$ cat src/design/dhr_consts.vh
// constants for the decoder host register bank (interrupt b channel)
// assumes: included by dhr_regs.v only; definitions only
`ifndef DHR_CONSTS_VH
`define DHR_CONSTS_VH
// ==========================================================
// subaddresses (parallel and serial host ports)
`define DHR_A_IRQ_RESET 9'h01C
`define DHR_A_IRQ_MASK 9'h01D
`define DHR_A_IRQ_CFG 9'h01E
`define DHR_A_CHAN_ROUTE 9'h020
`define DHR_A_LOCK_SPEED 9'h025
`define DHR_A_XTAL_SEL 9'h026
`define DHR_A_STD_FORCE 9'h028
`define DHR_A_PRAM_WRITE 9'h07E
`define DHR_A_CPU_RESTART 9'h07F
`define DHR_A_MAJOR_REV 9'h080
`define DHR_A_LOCK_STATUS 9'h081
`define DHR_A_IRQ_STATUS 9'h085
`define DHR_A_IRQ_ACTIVE 9'h086
// offset of the vip register window
`define DHR_VIP_BASE 9'h100
// ==========================================================
// field layouts and reset values
`define DHR_SRC_VALID 8'hBF
`define DHR_CFG_POL 0
`define DHR_CFG_RESET 8'h01
`define DHR_ROUTE_MASK 8'h03
`define DHR_ONE_BIT 8'h01
`define DHR_STD_MASK 8'h0F
`define DHR_STD_AUTO 4'h0
`define DHR_STD_LAST 4'hA
`define DHR_ST_LOST 4
`define DHR_ZERO8 8'h00
// vip fifo b location that carries program ram writes
`define DHR_VIP_PRAM_LOC 3'h5
`endif

$ cat src/design/dhr_regs.v
// host register bank for the decoder: interrupt b, input routing, lock and
// standard control, program ram write port, restart strobe and lock status.
// assumes: host port logic presents single-cycle read/write strobes with a
// 9-bit address (vip addresses carry the 100h offset), and decoder status
// inputs come from outside this clock domain.
//
// What this block does
// - mask bit one passes source, default zero
// - mask layout: bits 0-5 sources, bit 7 init
// - mask gates pin and active bit, status still sets
// - pin and active bit equal status AND mask
// - config bit 0 polarity, one high, default
// - low mode open drain, high mode push-pull
// - route bits pick first or second converter
// - lock speed bit one enables fast lock
// - crystal bit zero 14.31818, one 27 MHz
// - standard field zero auto, 1..10 forced
// - 7E writes program ram, vip uses fifo
// - any write to 7F restarts the cpu
// - 80h reads major revision, read only
// - status bits 3..1 show lock states
// - status bits 7,6,5,0 show signal format
// - status bit 4 latches loss, read clears
// - reset register ones clear status bits
// - status bits stick until host clears
`timescale 1ns/1ps
`default_nettype none
`include "dhr_consts.vh"
module dhr_regs
#(
   parameter [7:0] MAJOR_REVISION = 8'h01 // arbitrary value
)
(
   input wire clk_sys,
   input wire rst,
   input wire vip_mode,
   input wire host_wr,
   input wire host_rd,
   input wire [8:0] host_addr,
   input wire [7:0] host_wdata,
   output reg [7:0] host_rdata_r,
   output reg host_rvalid_r,
   output reg host_ack_r,
   input wire vip_fifo_wr,
   input wire [2:0] vip_fifo_loc,
   input wire [7:0] vip_fifo_data,
   input wire [7:0] irq_src_event,
   input wire [7:0] decoder_status,
   input wire lock_lost_event,
   output reg irq_b_pin_o_r,
   output reg irq_b_pin_oe_n_r,
   output reg [1:0] chan_route_r,
   output reg fast_lock_r,
   output reg xtal_27mhz_r,
   output reg [3:0] std_force_r,
   output reg std_auto_r,
   output reg pram_we_r,
   output reg [7:0] pram_wdata_r,
   output reg cpu_restart_r
);
   // ==========================================================
   // address decode
   // match a register at its subaddress or its vip alias
   function hit;
      input [8:0] a;
      input [8:0] reg_a;
      input vip_ok;
      begin
         hit = (a == reg_a) || (vip_ok && (a == reg_a + `DHR_VIP_BASE));
      end
   endfunction

   reg [7:0] mask_r;
   reg [7:0] cfg_r;
   reg [7:0] irq_status_r;
   reg lost_lock_r;
   reg [7:0] sts_s1_r, sts_s2_r, sts_s3_r;
   reg [7:0] ev_s1_r, ev_s2_r, ev_s3_r;
   reg ll_s1_r, ll_s2_r, ll_s3_r;
   reg [7:0] sts_ok_r;
   reg [7:0] ev_ok_r;
   reg ll_ok_r;
   wire [7:0] irq_set;
   wire [7:0] irq_clr;
   wire lost_set;
   wire irq_any;
   wire [7:0] lock_status_val;

   // ==========================================================
   // input synchronisers: three flops; stage one feeds stage two only
   always @(posedge clk_sys)
   begin
      if (rst)
      begin
         sts_s1_r <= `DHR_ZERO8;
         sts_s2_r <= `DHR_ZERO8;
         sts_s3_r <= `DHR_ZERO8;
         ev_s1_r <= `DHR_ZERO8;
         ev_s2_r <= `DHR_ZERO8;
         ev_s3_r <= `DHR_ZERO8;
         ll_s1_r <= 1'b0;
         ll_s2_r <= 1'b0;
         ll_s3_r <= 1'b0;
      end
      else
      begin
         sts_s1_r <= decoder_status;
         sts_s2_r <= sts_s1_r;
         sts_s3_r <= sts_s2_r;
         ev_s1_r <= irq_src_event;
         ev_s2_r <= ev_s1_r;
         ev_s3_r <= ev_s2_r;
         ll_s1_r <= lock_lost_event;
         ll_s2_r <= ll_s1_r;
         ll_s3_r <= ll_s2_r;
      end
   end

   // a source counts as risen once stages two and three agree on a high
   // that the agreed level has not yet seen; bit 6 has no source
   assign irq_set = ev_s2_r & ev_s3_r & ~ev_ok_r & `DHR_SRC_VALID;
   assign lost_set = ll_s2_r & ll_s3_r & ~ll_ok_r;
   assign irq_clr = (host_wr && hit(host_addr, `DHR_A_IRQ_RESET, 1'b1)) ?
                    host_wdata : `DHR_ZERO8;
   assign irq_any = |(irq_status_r & mask_r);
   assign lock_status_val = {sts_ok_r[7:5], lost_lock_r, sts_ok_r[3:0]};

   // ==========================================================
   // per source: agreed levels and sticky status bit; set wins over clear
   // so an event landing in the cycle of a host clear is never lost
   genvar gi;
   generate
      for (gi = 0; gi < 8; gi = gi + 1)
      begin : g_src
         always @(posedge clk_sys)
         begin
            if (rst)
            begin
               sts_ok_r[gi] <= 1'b0;
               ev_ok_r[gi] <= 1'b0;
               irq_status_r[gi] <= 1'b0;
            end
            else
            begin
               // a level is taken only while stages two and three agree
               if (sts_s2_r[gi] == sts_s3_r[gi])
                  sts_ok_r[gi] <= sts_s3_r[gi];
               if (ev_s2_r[gi] == ev_s3_r[gi])
                  ev_ok_r[gi] <= ev_s3_r[gi];
               // masked sources still set their status bit
               if (irq_set[gi])
                  irq_status_r[gi] <= 1'b1;
               else if (irq_clr[gi])
                  irq_status_r[gi] <= 1'b0;
            end
         end
      end
   endgenerate

   // ==========================================================
   // lost-lock latch: any loss sets it, a read of the status clears it
   always @(posedge clk_sys)
   begin
      if (rst)
      begin
         lost_lock_r <= 1'b0;
         ll_ok_r <= 1'b0;
      end
      else
      begin
         if (ll_s2_r == ll_s3_r)
            ll_ok_r <= ll_s3_r;
         if (lost_set)
         begin
            lost_lock_r <= 1'b1;
         end
         else if (host_rd && hit(host_addr, `DHR_A_LOCK_STATUS, 1'b1))
         begin
            lost_lock_r <= 1'b0;
         end
      end
   end

   // ==========================================================
   // control registers and write strobes
   always @(posedge clk_sys)
   begin
      if (rst)
      begin
         mask_r <= `DHR_ZERO8;
         cfg_r <= `DHR_CFG_RESET;
         chan_route_r <= 2'b00;
         fast_lock_r <= 1'b0;
         xtal_27mhz_r <= 1'b0;
         std_force_r <= `DHR_STD_AUTO;
         std_auto_r <= 1'b1;
         pram_we_r <= 1'b0;
         pram_wdata_r <= `DHR_ZERO8;
         cpu_restart_r <= 1'b0;
      end
      else
      begin
         pram_we_r <= 1'b0;
         cpu_restart_r <= 1'b0;
         if (host_wr)
         begin
            if (hit(host_addr, `DHR_A_IRQ_MASK, 1'b1))
               mask_r <= host_wdata & `DHR_SRC_VALID;
            if (hit(host_addr, `DHR_A_IRQ_CFG, 1'b1))
               cfg_r <= host_wdata & `DHR_ONE_BIT;
            if (hit(host_addr, `DHR_A_CHAN_ROUTE, 1'b1))
               chan_route_r <= host_wdata[1:0];
            if (hit(host_addr, `DHR_A_LOCK_SPEED, 1'b1))
               fast_lock_r <= host_wdata[0];
            if (hit(host_addr, `DHR_A_XTAL_SEL, 1'b1))
               xtal_27mhz_r <= host_wdata[0];
            // codes above the last forced standard are ignored
            if (hit(host_addr, `DHR_A_STD_FORCE, 1'b1) && host_wdata[3:0] <= `DHR_STD_LAST)
            begin
               std_force_r <= host_wdata[3:0];
               std_auto_r <= (host_wdata[3:0] == `DHR_STD_AUTO);
            end
            if (hit(host_addr, `DHR_A_CPU_RESTART, 1'b1))
               cpu_restart_r <= 1'b1;
         end
         // program ram: subaddress port outside vip mode, fifo b in vip mode
         if (!vip_mode && host_wr && host_addr == `DHR_A_PRAM_WRITE)
         begin
            pram_we_r <= 1'b1;
            pram_wdata_r <= host_wdata;
         end
         else if (vip_mode && vip_fifo_wr && vip_fifo_loc == `DHR_VIP_PRAM_LOC)
         begin
            pram_we_r <= 1'b1;
            pram_wdata_r <= vip_fifo_data;
         end
      end
   end

   // ==========================================================
   // interrupt pin: open drain when active low, push-pull when active high
   always @(posedge clk_sys)
   begin
      if (rst)
      begin
         irq_b_pin_o_r <= 1'b0;
         irq_b_pin_oe_n_r <= 1'b0; // default active-high, driven low
      end
      else if (cfg_r[`DHR_CFG_POL])
      begin
         irq_b_pin_o_r <= irq_any;
         irq_b_pin_oe_n_r <= 1'b0;
      end
      else
      begin
         irq_b_pin_o_r <= 1'b0;
         irq_b_pin_oe_n_r <= ~irq_any; // released when idle
      end
   end

   // ==========================================================
   // read path: data one cycle after the read strobe; ack for every access
   always @(posedge clk_sys)
   begin
      if (rst)
      begin
         host_rdata_r <= `DHR_ZERO8;
         host_rvalid_r <= 1'b0;
         host_ack_r <= 1'b0;
      end
      else
      begin
         host_rvalid_r <= host_rd;
         host_ack_r <= host_rd | host_wr;
         host_rdata_r <= `DHR_ZERO8; // unmapped and write-only read zero
         if (host_rd)
         begin
            if (hit(host_addr, `DHR_A_IRQ_MASK, 1'b1))
               host_rdata_r <= mask_r;
            else if (hit(host_addr, `DHR_A_IRQ_CFG, 1'b1))
               host_rdata_r <= cfg_r;
            else if (hit(host_addr, `DHR_A_CHAN_ROUTE, 1'b1))
               host_rdata_r <= {6'h00, chan_route_r};
            else if (hit(host_addr, `DHR_A_LOCK_SPEED, 1'b1))
               host_rdata_r <= {7'h00, fast_lock_r};
            else if (hit(host_addr, `DHR_A_XTAL_SEL, 1'b1))
               host_rdata_r <= {7'h00, xtal_27mhz_r};
            else if (hit(host_addr, `DHR_A_STD_FORCE, 1'b1))
               host_rdata_r <= {4'h0, std_force_r};
            else if (hit(host_addr, `DHR_A_MAJOR_REV, 1'b1))
               host_rdata_r <= MAJOR_REVISION;
            else if (hit(host_addr, `DHR_A_LOCK_STATUS, 1'b1))
               host_rdata_r <= lock_status_val;
            else if (hit(host_addr, `DHR_A_IRQ_STATUS, 1'b1))
               host_rdata_r <= irq_status_r;
            else if (hit(host_addr, `DHR_A_IRQ_ACTIVE, 1'b1))
               host_rdata_r <= {7'h00, irq_any};
         end
      end
   end
endmodule // dhr_regs
`default_nettype wire

$ cat config.mk
export PLATFORM = sky130hd
export DESIGN_NAME = dhr_regs
export DESIGN_NICKNAME = d
export VERILOG_FILES = /design/src/design/dhr_regs.v
export VERILOG_INCLUDE_DIRS = /design/src /design/src/design
export SDC_FILE = /design/constraint.sdc
export NUM_CORES = 1
export LEC_CHECK = 0
export ABC_AREA = 1
export ABC_CLOCK_PERIOD_IN_PS = 1300
export CORE_MARGIN = 2
export CORE_UTILIZATION = 56
export CTS_CLUSTER_DIAMETER = 150
export DETAILED_ROUTE_END_ITERATION = 10
export DONT_BUFFER_PORTS = 1
export GPL_TIMING_DRIVEN = 0
export PLACE_DENSITY = 0.72
export SLEW_MARGIN = 10
export SYNTH_ARGS = -nofsm -noshare
export SYNTH_HDL_FRONTEND = slang
export SYNTH_SLANG_ARGS = --single-unit
$ cat constraint.sdc
create_clock -name clk_sys -period 1.3 [get_ports clk_sys]
set_clock_uncertainty 0.2 [all_clocks]
set_input_delay 0.13 -clock clk_sys [delete_from_list [all_inputs] [get_ports clk_sys]]
set_output_delay 0.13 -clock clk_sys [all_outputs]
set_load 0.005 [all_outputs]
# Word level (Yosys, flattened, before mapping)
# Index checks and enable logic that the tools add are counted.
[word_totals]
ff_bits = 114
input_bits = 51
out_inout_bits = 31
elab_cells = 178
[classes]
reduce_logical = 42
n_mux = 32
eq_ne = 42
order_cmp = 1
bitwise = 12
[op_table]
columns = ["cell", "count"]
rows = [
  ["$eq 9x9->1 const B", 12],
  ["$mux 8", 12],
  ["$eq 9x6->1 const B", 4],
  ["$eq 9x8->1 const B", 4],
  ["$eq 9x5->1 const B", 3],
  ["$and 8x8->8", 3],
  ["$mux 1", 20],
  ["$eq 9x7->1 const B", 2],
  ["$reduce_bool 2->1", 9],
  ["$eq 1x1->1", 16],
  ["$logic_or 1x1->1", 12],
  ["$reduce_and 2->1", 6],
  ["$reduce_or 9->1", 1],
  ["$not 8->8", 1],
  ["$reduce_or 2->1", 4],
  ["$reduce_or 8->1", 1],
  ["$logic_and 1x1->1", 7],
  ["$not 1->1", 5],
  ["$le 4x4->1 const B", 1],
  ["$logic_not 4->1", 1],
  ["$eq 3x3->1 const B", 1],
  ["$and 1x1->1", 2],
  ["$logic_not 1->1", 1],
  ["$or 1x1->1", 1],
]

# Logic depth before layout (Yosys ltp)
# Gate-level depths: netlist (run 1).
[depth]
ltp_word = 12
depth_mapped = 11
depth_no_buf = 11

# Worst setup path before layout (run 1)
# Ideal clock, no wire load.
[synth_path]
path_type = "input to register"
startpoint = "input port host_wr"
endpoint = "register pram_wdata_r[7]"
setup_time_ns = 0.126
arrival_time_ns = 1.062
t_required_ns = 0.974
n_path_buf = 2
setup_slack_ns = -0.087
path_stages = 7
cell_sequence = "buf_4 inv_2 nor3_1 nand4_2 buf_2 o21ai_1 a31oi_1"
[synth_via]
elab_chain_len = 3
elab_cells_between_ends = 4
cone_classes = "mux: 1; reduce/logical: 3"
[synth_lines]
columns = ["item", "line", "text"]
rows = [
  ["start, declared", "dhr_regs.v:37", "input wire host_wr,"],
  ["$logic_and 1x1->1 (*)", "dhr_regs.v:227", "if (!vip_mode && host_wr && host_addr == `DHR_A_PRAM_WRITE)"],
  ["$logic_and 1x1->1 (no source line) (*)", "n/a", ""],
  ["$mux 8 / $reduce_bool 2->1 (equally long branches)", "n/a", ""],
  ["end signal, assigned", "dhr_regs.v:198", "pram_wdata_r <= `DHR_ZERO8;"],
  ["end signal, assigned", "dhr_regs.v:230", "pram_wdata_r <= host_wdata;"],
  ["end signal, assigned", "dhr_regs.v:235", "pram_wdata_r <= vip_fifo_data;"],
  ["end, declared", "dhr_regs.v:58", "output reg [7:0] pram_wdata_r,"],
]
# Every way passes the cells marked *; elsewhere a longest branch is shown, timed or not.
# A chain may end at the register's enable or synchronous reset.

# Worst setup path after layout (run 1)
[layout_path]
startpoint = "register irq_status_r[2]"
endpoint = "register host_rdata_r[0]"
[layout_via]
elab_chain_len = 12
[layout_lines]
columns = ["item", "line", "text"]
rows = [
  ["start, declared", "dhr_regs.v:75", "reg [7:0] irq_status_r;"],
  ["start signal, assigned by index", "dhr_regs.v:141", "irq_status_r[gi] <= 1'b0;"],
  ["start signal, assigned by index", "dhr_regs.v:152", "irq_status_r[gi] <= 1'b1;"],
  ["start signal, assigned by index", "dhr_regs.v:154", "irq_status_r[gi] <= 1'b0;"],
  ["$and 8x8->8", "dhr_regs.v:125", "assign irq_any = |(irq_status_r & mask_r);"],
  ["$reduce_or 8->1", "dhr_regs.v:125", ""],
  ["$mux 1", "dhr_regs.v:296", "else if (hit(host_addr, `DHR_A_IRQ_ACTIVE, 1'b1))"],
  ["$mux 8", "dhr_regs.v:294", "else if (hit(host_addr, `DHR_A_IRQ_STATUS, 1'b1))"],
  ["$mux 8", "dhr_regs.v:292", "else if (hit(host_addr, `DHR_A_LOCK_STATUS, 1'b1))"],
  ["$mux 8", "dhr_regs.v:290", "else if (hit(host_addr, `DHR_A_MAJOR_REV, 1'b1))"],
  ["$mux 8", "dhr_regs.v:288", "else if (hit(host_addr, `DHR_A_STD_FORCE, 1'b1))"],
  ["$mux 8", "dhr_regs.v:286", "else if (hit(host_addr, `DHR_A_XTAL_SEL, 1'b1))"],
  ["$mux 8", "dhr_regs.v:284", "else if (hit(host_addr, `DHR_A_LOCK_SPEED, 1'b1))"],
  ["$mux 8", "dhr_regs.v:282", "else if (hit(host_addr, `DHR_A_CHAN_ROUTE, 1'b1))"],
  ["$mux 8", "dhr_regs.v:280", "else if (hit(host_addr, `DHR_A_IRQ_CFG, 1'b1))"],
  ["$mux 8", "dhr_regs.v:278", "if (hit(host_addr, `DHR_A_IRQ_MASK, 1'b1))"],
  ["end signal, assigned", "dhr_regs.v:279", "host_rdata_r <= mask_r;"],
  ["end signal, assigned", "dhr_regs.v:281", "host_rdata_r <= cfg_r;"],
  ["end signal, assigned", "dhr_regs.v:283", "host_rdata_r <= {6'h00, chan_route_r};"],
  ["end, declared", "dhr_regs.v:41", "output reg [7:0] host_rdata_r,"],
]
# Every way passes these cells.

==> out/qor.yml, run 1 <==
placement:
  gp_congestion: 0.877
  dpl.hpwl_microns: 6560
  dp_cells: 599
  placed_cell_area_sq_um: 4230
  port_buffers: 0
global_route:
  grt_overflow: 0
  grt_pass1_wl_microns: 14400
  grt_antenna_before_repair: 0
  grtUsageTotal_pct: 24.4
  grt_pass1_vias: 3238
  grt_max_degree: 19
sta:
  fin_ws_ns: -0.0955
  period_needed_ns: 1.40
  fmax_ghz: 0.717
  whs_ns: -0.240
  slew_violations: 0
  hold_violations: 21
  relSlewSlack_pct: 67.4
  finalSetupViolCount: 2
  rsz0062_at_grt: "yes"
  tightest_slew_ns: 0.486
  fin_crit_sh_pct: 107
critical_path:
  crit_start: "irq_status_r[2]"
  arrival_ns: 1.47
  startpoint_type: "flop"
  worst-path-max-fanout: 3
  setup.worst_path.end_class: "flop"
  r2r_start: "irq_status_r[2]"
  r2r-end: "host_rdata_r[0]"
  required_ns: 1.37
  crit_type: "flop to flop"
  rr_worst_depth: 10
  rrSetupSlack_ns: -0.1
clock_network:
  clk_pin_slew_ns: 0.11
  cts_tree: "yes"
  ctsHtreeMaxLevel: 3
  clkSinkCount: 107
  cts_made_buffers: 9
  clock_path_buffers: 2
  clkLatencyLatePin_ns: 0.37
  cts_root_buf: "clkbuf_8"
power_and_ir_drop:
  power_mw: 5.63
  powerDensity_nw_per_um2: 1160
  leakagePower_nw: 2.02
  peakVddDrop_uv: 1030
cells_and_area:
  syn_to_final_growth_pct: 20.3
  utilization_pct: 70.5
  seqCellArea_sq_um: 2150
  nNetsFinal: 613
  final_cell_mix: "102 x dfxtp_1, 80 x inv_1, 64 x nor2_1"
  final_area_sq_um: 4840
  multi_input_area_sq_um: 1550
  final_common_cell: "dfxtp_1"
  num-fill-cells: 541
  drive_gt1_share_pct: 10.2
  num_antenna_cells: 0
  final_cells: 655
hold_path:
  min_path_type: "primary input to flop"
  holdPathEnd: "host_ack_r"
  hp-start: "host_rd"
  min_delay_path_depth: 2
logic_synthesis:
  synth-edff-count: 0
  synthArstFlopShare_pct: 0
  yosysSeqAreaShare_pct: 53.2
  synth_seq_cells: 107
  syn-num-nets: 562
  syn_avg_cell_area_sq_um: 8.00
  ys_types: 33
  yosysWarnings: 0
  synthFlopType: "dfxtp_1"
  syn_area_sq_um: 4030
  synthCells: 503
drt:
  ant_nets: 0
  wl_per_cell_microns: 14.3
  avgViaCountPerCell: 5.21
  drc: 0
  dr.pass1.iters: 4
  vias: 3415
  drt_iter0_markers: 214
  drt_wl_total_microns: 9360
run_status:
  status: "finished with violations"
  violations: "negative hold slack, negative setup slack"
die:
  core_area_sq_um: 6870
  io_pins: 82
  rows: 30
  die_h_microns: 88.8
  dieArea_sq_um: 7880
  dieWidth_microns: 88.8
  start_util_pct: 58.6
run:
  drv_cap: 0
==> cell type report <==
class	count	share of cell area (%)
flip-flops and latches	107	44.4
multi-input cells	291	32.0
clock buffers	10	2.64
inverters	92	7.96
plain buffers	13	1.27
clock inverters	6	1.03
repair buffers	40	8.27
well taps	96	2.48
==> synthesized netlist by cell type (2+ instances only) <==
cell type | count | share of area, %
inv_2 | 9 | 0.84
clkbuf_1 | 11 | 1.0
ha_1 | 8 | 2.5
nor3_1 | 5 | 0.62
nor2_4 | 3 | 0.84
nand2_1 | 67 | 6.2
nand4_2 | 2 | 0.62
o211ai_1 | 3 | 0.56
dfxtp_1 | 107 | 53
nor2_1 | 66 | 6.2
nand2_2 | 4 | 0.62
inv_1 | 81 | 7.6
nand3_1 | 20 | 2.5
o21ai_0 | 31 | 3.9
clkinv_1 | 2 | 0.19
nor3_4 | 2 | 0.81
a21oi_1 | 41 | 5.1
a211oi_1 | 3 | 0.56
a31oi_1 | 11 | 1.7
nand4_1 | 3 | 0.47
o21ai_1 | 12 | 1.5
==> through the flow <==
step / TNS [ns] / setup slack, ns
floorplan: -0.00805 / -0.00482
global placement: -20.23 / -0.492
detailed placement: -20.78 / -0.479
CTS: -0.117 / -0.0873
global route: -0.335 / -0.232
finish: -0.135 / -0.0955
==> worst max-delay path by stage <==
stage / slack (ns) / to
floorplan: -0.005 / std_force_r[3]
global placement: -0.49 / irq_b_pin_o_r
detailed placement: -0.48 / ev_s2_r[1]
CTS: -0.09 / host_rdata_r[0]
global route: -0.23 / host_rdata_r[0]
finish: -0.1 / host_rdata_r[0]
==> routing by layer <==
metal	wire length (microns)	up-vias	GRT usage [%]
met4	253	0	10.7
li1	-	1710	-
met5	0	-	0
met3	716	24	7.18
met1	3810	1568	27.3
met2	4580	113	42.7
==> sequential cells by signal, summed over array words and instances, names as in the netlist, 2 cells and up <==
signal / count
std_force_r: 4
ev_s2_r: 7
ev_ok_r: 7
ev_s3_r: 7
pram_wdata_r: 8
ev_s1_r: 7
irq_status_r: 7
chan_route_r: 2
sts_s2_r: 7
host_rdata_r: 8
mask_r: 7
lock_status_val: 7
sts_s3_r: 7
sts_s1_r: 7
==> report_power, final <==
group          internal [mW]  switching (mW)  total, mW
Clock                  0.718            1.13       1.85
Sequential              3.36          0.0323       3.39
Combinational          0.167           0.227      0.394
Total                   4.24            1.39       5.63
==> cell families (layout without fill, tap and decap cells) <==
logic type	after synthesis	count (layout)	share of synthesized area, %
flops	107	107	53.2
compound gates	105	105	14.2
buf+inv	105	161	9.92
simple gates	178	178	20.2
fa+ha+maj	8	8	2.49
==> worst max-delay path: stages (launching register included) <==
cell and delay, ns:
dfxtp_2 0.35, nand2_1 0.07, nand2_1 0.05, nor2_2 0.13
nand2_2 0.07, nand2_1 0.07, nand3_1 0.07, nand2_1 0.06
nand4_1 0.06, nor2_1 0.11, nor2_1 0.06
==> what timing repair did <==
item	4_1_cts	5_1_grt
endpoints found under the setup margin	22	12
buffers inserted	1	0
endpoints found under the hold margin	60	22
hold buffers	39	2
pin swaps	2	0
resized for setup	5	7
(Power assumes the default switching activity.)
==> inputs of run 2 (changes only) <==
Settings changed: PLACE_DENSITY 0.72 to 0.74.
==> out/qor.yml, run 2 (synthesis gave the netlist of run 1 again) <==
cells_and_area:
  final_cell_mix: "103 x dfxtp_1, 80 x inv_1, 64 x nor2_1, 64 x nand2_1, 42 x dlygate4sd3_1"
  num_antenna_cells: 0  # unchanged
  final_area_sq_um: 4920  # +1.6%
  nNetsFinal: 617  # +0.65%
  syn_to_final_growth_pct: 22.2
  top_regs: "host_rdata_r x8, pram_wdata_r x8"
  final_common_cell: "dfxtp_1"
  drive_gt1_share_pct: 9.59  # -0.61 points
  utilization_pct: 71.6  # +1.1 points
critical_path:
  crit_type: "flop to flop"
  r2r-end: "host_rdata_r[0]"
  startpoint_type: "flop"
  worst-path-max-fanout: 3  # unchanged
  required_ns: 1.36  # about the same
  arrival_ns: 1.54  # +0.07 ns
  rr_worst_depth: 10  # unchanged
  r2r_start: "irq_status_r[2]"
  rrSetupSlack_ns: -0.18  # -0.08 ns
  setup.worst_path.end_class: "flop"
global_route:
  grt_antenna_before_repair: 0  # unchanged
  grt_max_degree: 18  # -1
  grt_pass1_vias: 3134  # -3.2%
  grt_pass1_wl_microns: 14600  # +1.3%
  grtUsageTotal_pct: 24.6  # +0.28 points
  grt_overflow: 0  # unchanged
clock_network:
  clkSinkCount: 107  # unchanged
  cts_made_buffers: 9  # unchanged
  clock_path_buffers: 2  # unchanged
  clkLatencyLatePin_ns: 0.36  # about the same
  cts_tree: "yes"
  clk_pin_slew_ns: 0.10  # about the same
  cts_root_buf: "clkbuf_8"
  ctsHtreeMaxLevel: 3  # unchanged
drt:
  vias: 3492  # +2.3%
  drt_iter0_markers: 341  # +59%
  drc: 0  # unchanged
  dr.pass1.iters: 8  # +4
  ant_nets: 0  # unchanged
  drt_wl_total_microns: 9720  # +3.9%
  avgViaCountPerCell: 5.30  # +1.6%
  wl_per_cell_microns: 14.8  # +3.2%
placement:
  gp_congestion: 0.907  # +3.4%
  placed_cell_area_sq_um: 4230  # unchanged
  port_buffers: 0  # unchanged
  dpl.hpwl_microns: 6600  # +0.56%
die:
  rows: 30  # unchanged
  start_util_pct: 58.6  # unchanged
  dieArea_sq_um: 7880  # unchanged
  die_h_microns: 88.8  # unchanged
  core_area_sq_um: 6870  # unchanged
  dieWidth_microns: 88.8  # unchanged
  io_pins: 82  # unchanged
run_status:
  violations: "negative hold slack, negative setup slack"
  status: "finished with violations"
sta:
  fin_ws_ns: -0.181  # -0.0850 ns
  slew_violations: 0  # unchanged
  rsz0062_at_grt: "yes"
  tightest_slew_ns: 0.542  # +0.0554 ns
  whs_ns: -0.162  # +0.0779 ns
  period_needed_ns: 1.48  # +0.0850 ns
  relSlewSlack_pct: 63.9  # -3.6 points
  fmax_ghz: 0.675  # -5.7%
  finalSetupViolCount: 3  # +1
  fin_crit_sh_pct: 114  # +6.5 points
  hold_violations: 18  # -14%
hold_path:
  min_path_type: "primary input to flop"
  hp-start: "host_addr[7]"
  min_delay_path_depth: 3  # +1
  holdPathEnd: "cfg_r[0]"
run:
  drv_cap: 0  # unchanged
power_and_ir_drop:
  leakagePower_nw: 2.05  # +1.9%
  peakVddDrop_uv: 1020  # -1.1%
  powerDensity_nw_per_um2: 1220  # +4.5%
run 2: cell type report:
class                      count  area [sq um]
sequential                   107          2150
buffer                        13          61.3
inverter                      92           385
clock inverter                 5          86.3
timing repair buffer          44           440
clock buffer                  11           131
tap                           96           120
multi-input combinational    291          1550
fill                         536          1950
run 2: worst max path at each step:
| stage | startpoint | endpoint | cells after the start | slack (ns) |
|---|---|---|---|---|
| after floorplan | host_addr[6] | std_force_r[3] | 7 | -0.005 |
| after global placement | rst | irq_b_pin_o_r | 4 | -0.49 |
| after detailed placement | rst | ev_s2_r[3] | 4 | -0.51 |
| after CTS | irq_status_r[2] | host_rdata_r[0] | 10 | -0.1 |
| after global routing | mask_r[1] | host_rdata_r[0] | 10 | -0.31 |
| final | irq_status_r[2] | host_rdata_r[0] | 10 | -0.18 |
run 2: routing by layer:
layer | vias to the layer above | GRT usage, % | part of all wire (%)
li1 | 1714 | - | -
met1 | 1579 | 28.3 | 40
met2 | 173 | 42.7 | 49
met3 | 26 | 8.86 | 9.1
met4 | 0 | 7.71 | 2.0
met5 | - | 0 | 0
run 2: per-stage QoR:
stage	setup slack, ns	total power, mW	setup TNS (ns)	std cells
6_report	-0.181	5.98	-0.350	659
5_1_grt	-0.311	6.21	-0.725	659
4_1_cts	-0.0956	6.00	-0.179	658
3_5_place_dp	-0.513	3.76	-22.66	599
3_3_place_gp	-0.493	3.74	-20.55	599
2_1_floorplan	-0.00482	3.68	-0.00805	503
run 2: worst max-delay path, cell delays in order (launching register included):
cell	delay, ns
dfxtp_2	0.35
nand2_1	0.07
nand2_1	0.05
nor2_2	0.11
nand2_1	0.09
nand2_1	0.09
nand3_2	0.08
nand2_1	0.08
nand4_1	0.07
nor2_1	0.13
nor2_1	0.06
run 2: what timing repair did:
item / 4_1_cts / 5_1_grt
buffers inserted: 1 / 0
pin swaps: 1 / 5
gates resized for setup: 3 / 7
setup endpoints to repair: 31 / 11
hold buffers: 42 / 2
endpoints found under the hold margin: 60 / 20
run 2: where the power goes:
part	internal, mW	switching, mW	total, mW
sequential	3.36	0.0324	3.39
combinational	0.175	0.237	0.412
clock	1.10	1.08	2.18
==> inputs of run 3 (changes only) <==
Settings changed: HOLD_SLACK_MARGIN set to 0.06.
==> out/qor.yml, run 3 (synthesis gave the netlist of run 1 again) <==
cells_and_area:
  final_common_cell: "dfxtp_1"
  drive_gt1_share_pct: 9.34  # -0.26 points
  utilization_pct: 70.6  # -1.0 points
  final_cell_mix: "103 x dfxtp_1, 80 x inv_1, 65 x nor2_1"
  num_antenna_cells: 0  # unchanged
  syn_to_final_growth_pct: 20.4
  nNetsFinal: 611  # -0.97%
  num-fill-cells: 549  # +2.4%
  top_regs: "host_rdata_r x8, pram_wdata_r x8"
  final_cells: 653  # -0.91%
  final_area_sq_um: 4850  # -1.4%
sta:
  fin_crit_sh_pct: 115  # +0.83 points
  tightest_slew_ns: 0.527  # -0.0144 ns
  relSlewSlack_pct: 64.8  # +0.96 points
  slew_violations: 0  # unchanged
  fmax_ghz: 0.671  # -0.72%
  fin_ws_ns: -0.191  # -0.0108 ns
  period_needed_ns: 1.49  # +0.0108 ns
  finalSetupViolCount: 4  # +1
  whs_ns: -0.178  # -0.0158 ns
  rsz0062_at_grt: "yes"
  hold_violations: 22  # +4
  setup_tns_ns: -0.355  # -0.00556 ns
critical_path:
  slowest_stage: "dfxtp_1"
  arrival_ns: 1.55  # about the same
  crit_type: "flop to flop"
  required_ns: 1.36  # about the same
  setup.worst_path.end_class: "flop"
  cp_common_cell: "nand2_1"
  startpoint_type: "flop"
  crit_start: "irq_status_r[5]"
  rrSetupSlack_ns: -0.19  # about the same
  worst-path-max-fanout: 3  # unchanged
  endpoint: "host_rdata_r[0]"
  slowest_delay_ns: 0.34  # about the same
  r2r-end: "host_rdata_r[0]"
  rr_worst_depth: 10  # unchanged
  r2r_start: "irq_status_r[5]"
  path_cells: "nand2_1 -> inv_1 -> nor2_2 -> nand2_1 -> nand2_1 -> nand3_1 -> nand2_1 -> nand4_1 -> nor2_1 -> nor2_1"
global_route:
  grt_max_degree: 18  # unchanged
  grtUsageTotal_pct: 24.5  # -0.14 points
  grt_antenna_before_repair: 0  # unchanged
  grt_pass1_vias: 3117  # -0.54%
  grt_overflow: 0  # unchanged
  grt_pass1_wl_microns: 14500  # -0.71%
placement:
  dpl.hpwl_microns: 6600  # unchanged
  port_buffers: 0  # unchanged
  dp_cells: 599  # unchanged
  gp_congestion: 0.907  # unchanged
  placed_cell_area_sq_um: 4230  # unchanged
clock_network:
  clock_path_buffers: 2  # unchanged
  clkSinkCount: 107  # unchanged
  cts_root_buf: "clkbuf_8"
  clkLatencyLatePin_ns: 0.36  # about the same
  ctsHtreeMaxLevel: 3  # unchanged
  cts_tree: "yes"
  clk_pin_slew_ns: 0.10  # about the same
  cts_made_buffers: 9  # unchanged
drt:
  ant_nets: 0  # unchanged
  wl_per_cell_microns: 14.6  # -1.1%
  drt_iter0_markers: 278  # -18%
  drc: 0  # unchanged
  avgViaCountPerCell: 5.34  # +0.86%
  vias: 3490  # -0.057%
  dr.pass1.iters: 6  # -2
  drt_wl_total_microns: 9530  # -2.0%
die:
  dieWidth_microns: 88.8  # unchanged
  rows: 30  # unchanged
  start_util_pct: 58.6  # unchanged
  io_pins: 82  # unchanged
  dieArea_sq_um: 7880  # unchanged
  core_area_sq_um: 6870  # unchanged
  die_h_microns: 88.8  # unchanged
hold_path:
  min_path_type: "primary input to flop"
power_and_ir_drop:
  powerDensity_nw_per_um2: 1230  # +1.3%
  leakagePower_nw: 2.01  # -2.4%
  peakVddDrop_uv: 1010  # -0.78%
run_status:
  violations: "negative hold slack, negative setup slack"
  status: "finished with violations"
run:
  drv_cap: 0  # unchanged
-- run 3: changes by cell type in the layout (fill, tap and decap cells not counted) --
cell            before  now
nand3_1             19   20
dlygate4sd3_1       42   37
nand3_2              1    0
dlymetal6s4s_1       1    0
nor2_2               3    2
nor2_1              64   65
-- run 3: power by group --
part	internal (mW)	total [mW]	switching, mW
Sequential	3.36	3.39	0.0323
Combinational	0.165	0.397	0.232
Clock	1.10	2.19	1.09
Total	4.62	5.97	1.35
-- run 3: final cells by class --
| class | instances | area, sq um | share of cell area [%] |
|---|---|---|---|
| sequential | 107 | 2150 | 44.3 |
| clock buffer | 11 | 131 | 2.71 |
| multi-input combinational | 291 | 1540 | 31.7 |
| tap | 96 | 120 | 2.48 |
| inverter | 92 | 385 | 7.95 |
| buffer | 13 | 61.3 | 1.26 |
| clock inverter | 5 | 86.3 | 1.78 |
| timing repair buffer | 38 | 378 | 7.80 |
-- run 3: metal layers --
| metal | wire length [microns] | GRT usage (%) | up-vias |
|---|---|---|---|
| met4 | 158 | 7.99 | 0 |
| met2 | 4690 | 42.2 | 156 |
| met5 | 0 | 0 | - |
| met1 | 3920 | 28.3 | 1612 |
| met3 | 768 | 8.77 | 22 |
| li1 | - | - | 1700 |
-- run 3: worst max-delay path: cells and delay by family, from the launching register on --
kind	cells	cell delay, ns
DFF	1	0.34
buffers and inverters	1	0.05
and+or+nand+nor	9	0.81
-- run 3: worst min path at each step --
stage               slack (ns)         startpoint  cells past startpoint          end
floorplan                 0.04   irq_src_event[0]                      2   ev_s1_r[0]
global placement          0.04  decoder_status[5]                      2  sts_s1_r[5]
detailed placement        0.04   irq_src_event[4]                      2   ev_s1_r[4]
CTS                      -0.19       host_addr[3]                      3  fast_lock_r
global route             -0.17       host_addr[3]                      3  fast_lock_r
finish                   -0.18       host_addr[3]                      3  fast_lock_r
-- run 3: stage by stage --
| step | total power [mW] | worst slack [ns] |
|---|---|---|
| after floorplan | 3.68 | -0.00482 |
| after global placement | 3.74 | -0.493 |
| after detailed placement | 3.76 | -0.513 |
| after CTS | 5.99 | -0.0956 |
| after global routing | 6.21 | -0.263 |
| final | 5.97 | -0.191 |
-- run 3: what timing repair did --
item | 4_1_cts | 5_1_grt
cloned | 0 | 0
gates resized for setup | 3 | 4
endpoints found under the hold margin | 60 | 32
setup buffers | 1 | 0
pin swaps | 1 | 5
hold buffers | 38 | 1
endpoints found under the setup margin | 31 | 12
